$ cat src/spdp_map.vh
// Constants for the write-protection acknowledge logic
`ifndef SPDP_MAP_VH
`define SPDP_MAP_VH
`define SPDP_TYPE_MEM      4'ha
`define SPDP_TYPE_PROT     4'h6
`define SPDP_LOWER_LIMIT   8'h80
`define SPDP_SLOT_SOFT     2'h0
`define SPDP_SLOT_CLEAR    2'h1
`define SPDP_SLOT_PERM     2'h2
`define SPDP_ST_IDLE       2'h0
`define SPDP_ST_ADDR       2'h1
`define SPDP_ST_DATA       2'h2
`define SPDP_ST_DONE       2'h3
`define SPDP_OP_NONE       2'h0
`define SPDP_OP_SET        2'h1
`define SPDP_OP_CLEAR      2'h2
`define SPDP_OP_PERM       2'h3
`endif

$ cat src/spdp_protect.v
// Write-protection acknowledge and write-cycle decision for a presence-detect EEPROM
`timescale 1ns/10ps
`default_nettype none
// Notes on behaviour
// Set and clear soft protect need the elevated voltage for the whole instruction.
// Soft protection covers the lower 128 bytes; clear removes, permanent fixes it.
// Permanently protected: write-form protection instructions get NoAck on every byte.
// Protected: lower-half memory write acks control and address, NoAck data, no cycle.
// Soft, inhibit low: repeat set NoAck; clear/permanent acked and written.
// Soft, inhibit high: set NoAck; others ack control, address, NoAck data.
// Unprotected: inhibit low acks all and writes; high refuses the data byte.
// Read-form protection instructions ack control only when allowed, then NoAck.
// Memory traffic responds only when chip-select pins match the select code slot bits.
// Without elevated voltage the master can only use permanent protect.
// Permanent protection is never undone by any instruction or pin level.
// Protection instructions carry device type 0110 in the control byte.
// Protection flags change only when their internal write cycle completes.
`include "spdp_map.vh"
module spdp_protect (
  // Clock and reset
  input  wire       core_clk,
  input  wire       rst,
  // Byte stream from the bus framer
  input  wire       byte_valid,
  input  wire [7:0] byte_data,
  input  wire       frame_start,
  input  wire       frame_stop,
  // Pins
  input  wire       write_inhibit_pin,
  input  wire       chip_select_in0,
  input  wire       chip_select_in1,
  input  wire       chip_select_in2,
  input  wire       elevated_voltage_qualifier,
  // Internal write cycle handshake
  input  wire       write_cycle_done,
  // Answers
  output reg        ack_valid_q,
  output reg        ack_q,
  output reg        write_cycle_start_q,
  output reg        soft_protect_q,
  output reg        perm_protect_q
);
  // Frame tracking: byte position and what the control byte asked for
  reg [1:0] state_q;
  reg       is_prot_q;
  reg       is_read_q;
  reg [1:0] op_q;
  reg       hv_held_q;
  reg       data_ok_q;
  // Write cycle bookkeeping
  reg       arm_q;
  reg [1:0] pend_q;
  reg       busy_q;
  // Decode results of the current byte
  reg [1:0] op_d;
  reg       ctl_ok;
  reg       addr_ok;

  // Map protection slot bits to an instruction
  function [1:0] prot_op;
    input [1:0] slot;
    begin
      case (slot)
        `SPDP_SLOT_SOFT:  prot_op = `SPDP_OP_SET;
        `SPDP_SLOT_CLEAR: prot_op = `SPDP_OP_CLEAR;
        `SPDP_SLOT_PERM:  prot_op = `SPDP_OP_PERM;
        default:          prot_op = `SPDP_OP_NONE;
      endcase
    end
  endfunction

  // Memory bytes below this limit sit under soft protection
  function lower_half;
    input [7:0] addr;
    begin
      lower_half = (addr < `SPDP_LOWER_LIMIT);
    end
  endfunction

  // A soft set or clear is committed only with the qualifier held throughout
  function stop_may_write;
    input armed;
    input busy;
    input prot;
    input soft_op;
    input hv_ok;
    begin
      stop_may_write = armed && !busy && !(prot && soft_op && !hv_ok);
    end
  endfunction

  // Protection opcode travels in the slot bits; the select pins then do not gate it
  wire [3:0] dtype   = byte_data[7:4];
  wire       rw      = byte_data[0];
  // slot match
  wire       sel_hit = (byte_data[3:1] == {chip_select_in2, chip_select_in1, chip_select_in0});
  // type field
  wire       prot_ty = (dtype == `SPDP_TYPE_PROT);
  wire [1:0] pop     = prot_op(byte_data[2:1]);
  // Only set and clear need the elevated qualifier
  wire       is_soft_op = (op_q == `SPDP_OP_SET) || (op_q == `SPDP_OP_CLEAR);
  // Data byte granted: armed at address time and still not inhibited
  wire       data_grant = data_ok_q && !write_inhibit_pin;
  // Qualifier seen at every edge up to and including the stop
  wire       hv_whole   = hv_held_q && elevated_voltage_qualifier;

  always @* begin
    op_d    = pop;
    ctl_ok  = 1'b0;
    addr_ok = 1'b0;
    if (prot_ty) begin
      // permanent refuses all protection traffic
      if (perm_protect_q)
        ctl_ok = 1'b0;
      // repeated set refused while soft protected
      else if (soft_protect_q && (pop == `SPDP_OP_SET))
        ctl_ok = 1'b0;
      else
        ctl_ok = (pop != `SPDP_OP_NONE);
    end else begin
      // Memory traffic must match the slot pins
      ctl_ok = (dtype == `SPDP_TYPE_MEM) && sel_hit;
    end
    // read form acks control byte only
    addr_ok = !is_read_q;
  end

  always @(posedge core_clk) begin
    if (rst) begin
      state_q             <= `SPDP_ST_IDLE;
      is_prot_q           <= 1'b0;
      is_read_q           <= 1'b0;
      op_q                <= `SPDP_OP_NONE;
      hv_held_q           <= 1'b0;
      data_ok_q           <= 1'b0;
      arm_q               <= 1'b0;
      pend_q              <= `SPDP_OP_NONE;
      busy_q              <= 1'b0;
      ack_valid_q         <= 1'b0;
      ack_q               <= 1'b0;
      write_cycle_start_q <= 1'b0;
      // Power-up state; flags are the nonvolatile cells in the real part
      soft_protect_q      <= 1'b0;
      perm_protect_q      <= 1'b0;
    end else begin
      // Answer and start are one-cycle pulses
      ack_valid_q         <= 1'b0;
      write_cycle_start_q <= 1'b0;
      // qualifier must stay high from start to stop
      if (!elevated_voltage_qualifier)
        hv_held_q <= 1'b0;
      // commit flags on cycle completion
      if (busy_q && write_cycle_done) begin
        busy_q <= 1'b0;
        case (pend_q)
          `SPDP_OP_SET:   soft_protect_q <= 1'b1;
          // Clear leaves the flag up once permanent is set
          `SPDP_OP_CLEAR: soft_protect_q <= perm_protect_q;
          // permanent fixes soft protection for good
          `SPDP_OP_PERM: begin
            perm_protect_q <= 1'b1;
            soft_protect_q <= 1'b1;
          end
          default:        soft_protect_q <= soft_protect_q;
        endcase
      end
      // A repeated start restarts decoding but keeps a pending cycle
      if (frame_start) begin
        state_q   <= `SPDP_ST_IDLE;
        arm_q     <= 1'b0;
        hv_held_q <= elevated_voltage_qualifier;
      end else if (frame_stop) begin
        state_q <= `SPDP_ST_IDLE;
        arm_q   <= 1'b0;
        // Write only after the data byte was acked; soft set or clear also needs the qualifier held
        if (stop_may_write(arm_q, busy_q, is_prot_q, is_soft_op, hv_whole)) begin
          write_cycle_start_q <= 1'b1;
          busy_q              <= 1'b1;
          pend_q              <= is_prot_q ? op_q : `SPDP_OP_NONE;
        end
      // Busy device ignores bytes, so ack polling sees no answer
      end else if (byte_valid && !busy_q) begin
        case (state_q)
          `SPDP_ST_IDLE: begin
            is_prot_q   <= prot_ty;
            is_read_q   <= rw;
            op_q        <= op_d;
            // Refused control byte gives no answer pulse: NoAck
            ack_valid_q <= ctl_ok;
            ack_q       <= ctl_ok;
            state_q     <= ctl_ok ? `SPDP_ST_ADDR : `SPDP_ST_DONE;
          end
          `SPDP_ST_ADDR: begin
            ack_valid_q <= 1'b1;
            ack_q       <= addr_ok;
            // lower half blocked when any protection is set
            data_ok_q   <= !write_inhibit_pin && !(!is_prot_q && soft_protect_q
                           && lower_half(byte_data));
            state_q     <= addr_ok ? `SPDP_ST_DATA : `SPDP_ST_DONE;
          end
          `SPDP_ST_DATA: begin
            // inhibit pin high refuses the data byte
            ack_valid_q <= 1'b1;
            ack_q       <= data_grant;
            arm_q       <= data_grant;
            // Page writes keep acking memory bytes; protection ends after one
            state_q     <= is_prot_q ? `SPDP_ST_DONE : `SPDP_ST_DATA;
          end
          `SPDP_ST_DONE: begin
            // Refused frames keep answering NoAck until the stop
            ack_valid_q <= 1'b1;
            ack_q       <= 1'b0;
          end
          default: state_q <= `SPDP_ST_IDLE;
        endcase
      end
    end
  end
endmodule
`default_nettype wire

$ cat config.mk
export PLATFORM = sky130hd
export DESIGN_NAME = spdp_protect
export DESIGN_NICKNAME = d
export VERILOG_FILES = /design/src/spdp_protect.v
export VERILOG_INCLUDE_DIRS = /design/src
export SDC_FILE = /design/constraint.sdc
export NUM_CORES = 1
export LEC_CHECK = 0
export ABC_AREA = 1
export ABC_CLOCK_PERIOD_IN_PS = 1080
export CORE_MARGIN = 3
export CORE_UTILIZATION = 55
export DETAILED_ROUTE_END_ITERATION = 12
export DONT_BUFFER_PORTS = 1
export PLACE_DENSITY = 0.73
export SETUP_SLACK_MARGIN = 0.02
export SLEW_MARGIN = 20
export SYNTH_ARGS = -nofsm -noshare
export SYNTH_HDL_FRONTEND = slang
export SYNTH_SLANG_ARGS = --single-unit
$ cat constraint.sdc
create_clock -name core_clk -period 1.08 [get_ports core_clk]
set_input_delay 0.108 -clock core_clk [delete_from_list [all_inputs] [get_ports core_clk]]
set_output_delay 0.108 -clock core_clk [all_outputs]
set_load 0.05 [all_outputs]
# Word-level counts from Yosys, hierarchy flattened
# Cells that the tools add are included.
dict set report totals {
  register_bits 17
}
dict set report op_classes {
  reduce_logical 39
  n_bitwise 3
  n_mux 19
  n_eq_ne 15
  magnitude_cmp 1
}
# cell count
set op_table {}
lappend op_table {{logical AND 1 bit} 13}
lappend op_table {{equality test 2 bit (second input constant)} 6}
lappend op_table {{two-way mux 1 bit} 12}
lappend op_table {{one-hot mux 2 bit (3 select lines)} 2}
lappend op_table {{equality test 2 x 1 -> 1 bit (second input constant)} 5}
lappend op_table {{OR reduction 3 bit} 3}
lappend op_table {{< comparator 8 bit (second input constant)} 1}
lappend op_table {{AND reduction 2 bit} 4}
lappend op_table {{AND reduction 4 bit} 2}
lappend op_table {{zero test 1 bit} 7}
lappend op_table {{AND reduction 3 bit} 2}
lappend op_table {{equality test 4 x 3 -> 1 bit (second input constant)} 1}
lappend op_table {{equality test 4 bit (second input constant)} 1}
lappend op_table {{zero test 2 bit} 2}
lappend op_table {{two-way mux 2 bit} 2}
lappend op_table {{one-hot mux 1 bit (2 select lines)} 2}
lappend op_table {{one-hot mux 1 bit (4 select lines)} 1}
lappend op_table {{nonzero test 2 bit} 2}
lappend op_table {{OR reduction 4 bit} 1}
lappend op_table {{equality test 3 bit} 1}
lappend op_table {{NOT 1 bit} 3}
lappend op_table {{nonzero test 3 bit} 1}
lappend op_table {{!= test 2 bit (second input constant)} 1}
lappend op_table {{OR reduction 2 bit} 1}
lappend op_table {{logical OR 1 bit} 1}

# Longest topological paths before layout
dict set report logic_depth {
  depth_word 9
  ltp_mapped 8
  mapped_depth_nobuf 8
}

# Worst setup path before layout
# Ideal clock, no wire load.
dict set report synth_timing {
  kind {register -> register}
  startpoint {register soft_protect_q}
  endpoint {register data_ok_q}
  t_arrival_ps 1071
  required_time_ps 967
  path_buffers 0
  path_stages_with_launch 5
  path_slack_ps -105
  synth_period_minus_slack_ps 1185
  setup_ps 113
  path_cell_list {dfxtp_1 nor3b_1 o21ai_2 o21ai_1 nor2_1}
}
dict set report synth_via {
  elab_chain_len 4
}
# item line_no
set synth_rtl {}
lappend synth_rtl {{start, declared} spdp_protect.v:40} ;# output reg soft_protect_q,
lappend synth_rtl {{start signal, assigned} spdp_protect.v:158} ;# `SPDP_OP_CLEAR: soft_protect_q <= perm_protect_q;
lappend synth_rtl {{start signal, assigned} spdp_protect.v:164} ;# default: soft_protect_q <= soft_protect_q;
lappend synth_rtl {{logical AND 1 bit} spdp_protect.v:197} ;# data_ok_q <= !write_inhibit_pin && !(!is_prot_q && soft_protect_q
lappend synth_rtl {{logical AND 1 bit} spdp_protect.v:198} ;# && lower_half(byte_data));
lappend synth_rtl {{zero test 1 bit} spdp_protect.v:197}
lappend synth_rtl {{logical AND 1 bit} spdp_protect.v:197}
lappend synth_rtl {{end signal, assigned} spdp_protect.v:197}
lappend synth_rtl {{end, declared} spdp_protect.v:49} ;# reg data_ok_q;
# No other way between the ends.
# A chain may end at the register's enable or synchronous reset.

# Final worst setup path
dict set report layout_timing {
  startpoint {register state_q[0]}
  endpoint {register is_read_q}
}
dict set report layout_via {
  elab_chain_len 2
}
# item line_no
set layout_rtl {}
lappend layout_rtl {{start, declared} spdp_protect.v:44} ;# reg [1:0] state_q;
lappend layout_rtl {{start signal, assigned} spdp_protect.v:130} ;# state_q <= `SPDP_ST_IDLE;
lappend layout_rtl {{start signal, assigned} spdp_protect.v:169} ;# state_q <= `SPDP_ST_IDLE;
lappend layout_rtl {{start signal, assigned} spdp_protect.v:173} ;# state_q <= `SPDP_ST_IDLE;
lappend layout_rtl {{zero test 2 bit} spdp_protect.v:183} ;# case (state_q)
lappend layout_rtl {{AND reduction 4 bit (no source line)} --}
lappend layout_rtl {{end signal, assigned} spdp_protect.v:186} ;# is_read_q <= rw;
lappend layout_rtl {{end, declared} spdp_protect.v:46} ;# reg is_read_q;
# No other way between the ends.

==> results.sh <==
export IMPL_fin_ws_ns=-0.0311
export IMPL_multi_input_area_um2=702
export IMPL_placed_area_mm2=0.00113
export IMPL_viasPerCell=5.19
export IMPL_fp_dieH_um=49.6
export IMPL_postSynthAreaPerCell_um2=7.52
export IMPL_root_buffer="clkbuf_4"
export IMPL_tightest_slew_ns=0.471
export IMPL_crit_path_frequent_cell="inv_4"
export IMPL_globalplace_congestion=0.819
export IMPL_drtIter0Drc=25
export IMPL_rsz0062_at_grt="yes"
export IMPL_yosysTopAreaCellShare_pct=32.6
export IMPL_htreeDepth=1
export IMPL_synth_largest_area_cell="dfxtp_1"
export IMPL_wl_per_cell_um=12.8
export IMPL_async_reset_ff_share_pct=0
export IMPL_crit_chain="inv_4, ha_4, inv_4, nor2_8, inv_4, o21ai_2, a21oi_2"
export IMPL_stdcell_area_mm2=0.00138
export IMPL_chipWidth_um=49.6
export IMPL_ctsLongestPathBuffers=2
export IMPL_finalHoldViolCount=0
export IMPL_ioPinCount=24
export IMPL_crit_fanout=5
export IMPL_area_sequential_um2=354
export IMPL_grt_total_usage_pct=20.4
export IMPL_stdcell_count=186
export IMPL_required_ns=1.27
export IMPL_maxSlewViolCount=0
export IMPL_grt_max_degree=11
export IMPL_die_area_mm2=0.00246
export IMPL_ys_flop_type="dfxtp_1"
export IMPL_yosys_register_bits=17
export IMPL_slew_headroom_pct=68.6
export IMPL_synth_area_mm2=0.00104
export IMPL_clk_latency_ns=0.29
export IMPL_skew_ns=0.00283
export IMPL_grt_pass1_wl_mm=3.91
export IMPL_yosysUniqueCellTypes=27
export IMPL_final_nets=191
export IMPL_drv_cap=0
export IMPL_synth_top_cells_by_count="nand2_1 (24), inv_1 (22), dfxtp_1 (17)"
export IMPL_violations="setup timing"
export IMPL_synth_warnings=0
export IMPL_powerDensity_mw_per_mm2=883
export IMPL_syn_num_nets=168
export IMPL_via_count=966
export IMPL_synth_most_common_cell="nand2_1"
export IMPL_crit_path_end_kind="register"
export IMPL_rows=15
export IMPL_fillers=135
export IMPL_worst_setup_path_start_kind="register"
export IMPL_total_power_mw=1.22
export IMPL_ir_worst_vdd_uv=725
export IMPL_dp_hpwl_mm=1.65
export IMPL_port_buffers=0
export IMPL_hold_path_class="in2reg"
export IMPL_coreArea_mm2=0.00176
export IMPL_grt_ovfl_total=0
export IMPL_cts_tree="built"
export IMPL_post_route_min_period_ns=1.11
export IMPL_post_route_period_util_pct=103
export IMPL_ant_nets=0
export IMPL_cts_clk_slew_worst_paths_ns=0.10
export IMPL_synth_edff_count=0
export IMPL_initial_utilization_pct=59.2
export IMPL_drt_total_wl_mm=2.37
export IMPL_drc_errors=0
export IMPL_fmax_ghz=0.900
export IMPL_setup_viol=6
export IMPL_diodes=0
export IMPL_yosysSeqAreaShare_pct=32.6
export IMPL_layout_drive_gt1_share_pct=39.8
export IMPL_cp_arrival_ns=1.31
export IMPL_p_leak_nw=0.597
export IMPL_cts_sinks=17
export IMPL_outcome="finished, violations left"
export IMPL_antenna_found_initial=0
export IMPL_netlist_instances=139
export IMPL_drt_pass1_iterations=4
export IMPL_cts_buffers=3
export IMPL_path_class="reg2reg"
export IMPL_slowest_stage="dfxtp_4"
export IMPL_grt_pass1_vias=945
export IMPL_yosys_top_cells_area="dfxtp_1 (33%), ha_1 (12%), nand2_1 (8.6%)"
export IMPL_area_growth_pct=31.7
export IMPL_placedCellCount=171
export IMPL_slowest_delay_ns=0.39
## worst max-delay path: cells and delay by family (launching register included)
family	cells	cell delay, ns
fa+ha+maj	1	0.14
flops	1	0.39
compound gates	2	0.17
buf+inv	3	0.18
simple gates	1	0.13
## worst paths after layout
kind	startpoint	end	slack [ns]	depth (start not counted)
max	state_q[0]$_SDFFE_PP0P_	is_read_q$_SDFFE_PP0P_	-0.03	7
min	frame_start	hv_held_q$_SDFFE_PP0P_	0.006	2
max reg2reg	state_q[0]$_SDFFE_PP0P_	is_read_q$_SDFFE_PP0P_	-0.03	7
min reg2reg	pend_q[1]$_SDFFE_PP0P_	pend_q[1]$_SDFFE_PP0P_	0.50	2
## per-layer routing
metal	wire length [um]	GRT usage, %	vias to the layer above
met5	0	0	-
met2	1080	32.8	37
met3	183	4.23	4
met1	1070	26.4	438
li1	-	-	487
met4	34	8.29	0
## state kept, by name, indices dropped and copies added (netlist names)
register / flops
state_q: 2
is_prot_q: 1
hv_held_q: 1
op_q: 2
soft_protect_q: 1
arm_q: 1
busy_q: 1
pend_q: 2
is_read_q: 1
data_ok_q: 1
perm_protect_q: 1
ack_valid_q: 1
ack_q: 1
write_cycle_start_q: 1
## placed cells by master, fill, tap and decap left out, types with 3 or more instances in the layout
cell / netlist / final
nand2_1: 24 / 22
inv_1: 22 / 18
nor2_1: 16 / 13
buf_4: 0 / 13
dfxtp_1: 17 / 10
a21oi_1: 10 / 7
ha_1: 10 / 6
inv_4: 2 / 5
a21oi_2: 2 / 5
o21ai_1: 3 / 5
dlygate4sd3_1: 0 / 5
dfxtp_2: 0 / 5
inv_2: 3 / 4
nor2_4: 1 / 3
o21ai_2: 2 / 3
nor2_2: 2 / 3
o21ai_0: 6 / 3
nand3_2: 0 / 3
nand3_1: 6 / 3
clkbuf_4: 0 / 3
## kinds of logic (layout without fill, tap and decap cells)
group           Yosys count  in the layout  share of synthesized area (%)
simple gates             57             57                           28.9
buf+inv                  27             49                           10.2
compound gates           28             28                           16.4
flops                    17             17                           32.6
fa+ha+maj                10             10                           12.0
## layout make-up
cell class              count  share of cell area (%)
well taps                  25                    2.27
clock buffers               3                    1.64
inverters                  27                    8.27
flip-flops and latches     17                    25.7
clock inverters             1                   0.364
repair buffers             18                    10.7
multi-input cells          95                    51.0
## stage by stage
step | setup TNS, ns | utilization (%) | hold WS, ns | worst slack (ns)
global placement | -0.00196 | 64.2 | 0.180 | -0.00196
floorplan | 0 | - | 0.170 | 0.0281
finish | -0.109 | 78.0 | 0.00639 | -0.0311
detailed placement | -0.145 | 64.2 | 0.182 | -0.0429
global route | -0.622 | 78.0 | 0.00497 | -0.0758
CTS | -0.0160 | 72.0 | -0.0273 | -0.00969
## where the power goes
group	leakage, nW	switching, mW	internal (mW)
clock network	0.0177	0.211	0.138
registers	0.142	0.0152	0.638
logic	0.438	0.123	0.0899
## repair_timing
item | in CTS | in global routing
endpoints found under the setup margin | 11 | 13
endpoints found under the hold margin | 9 | 0
resized for setup | 12 | 26
buffers inserted | 4 | 2
hold buffers | 5 | 0
pin swaps | 4 | 10
cloned | 0 | 0
Power figures use the tool's default switching activity.
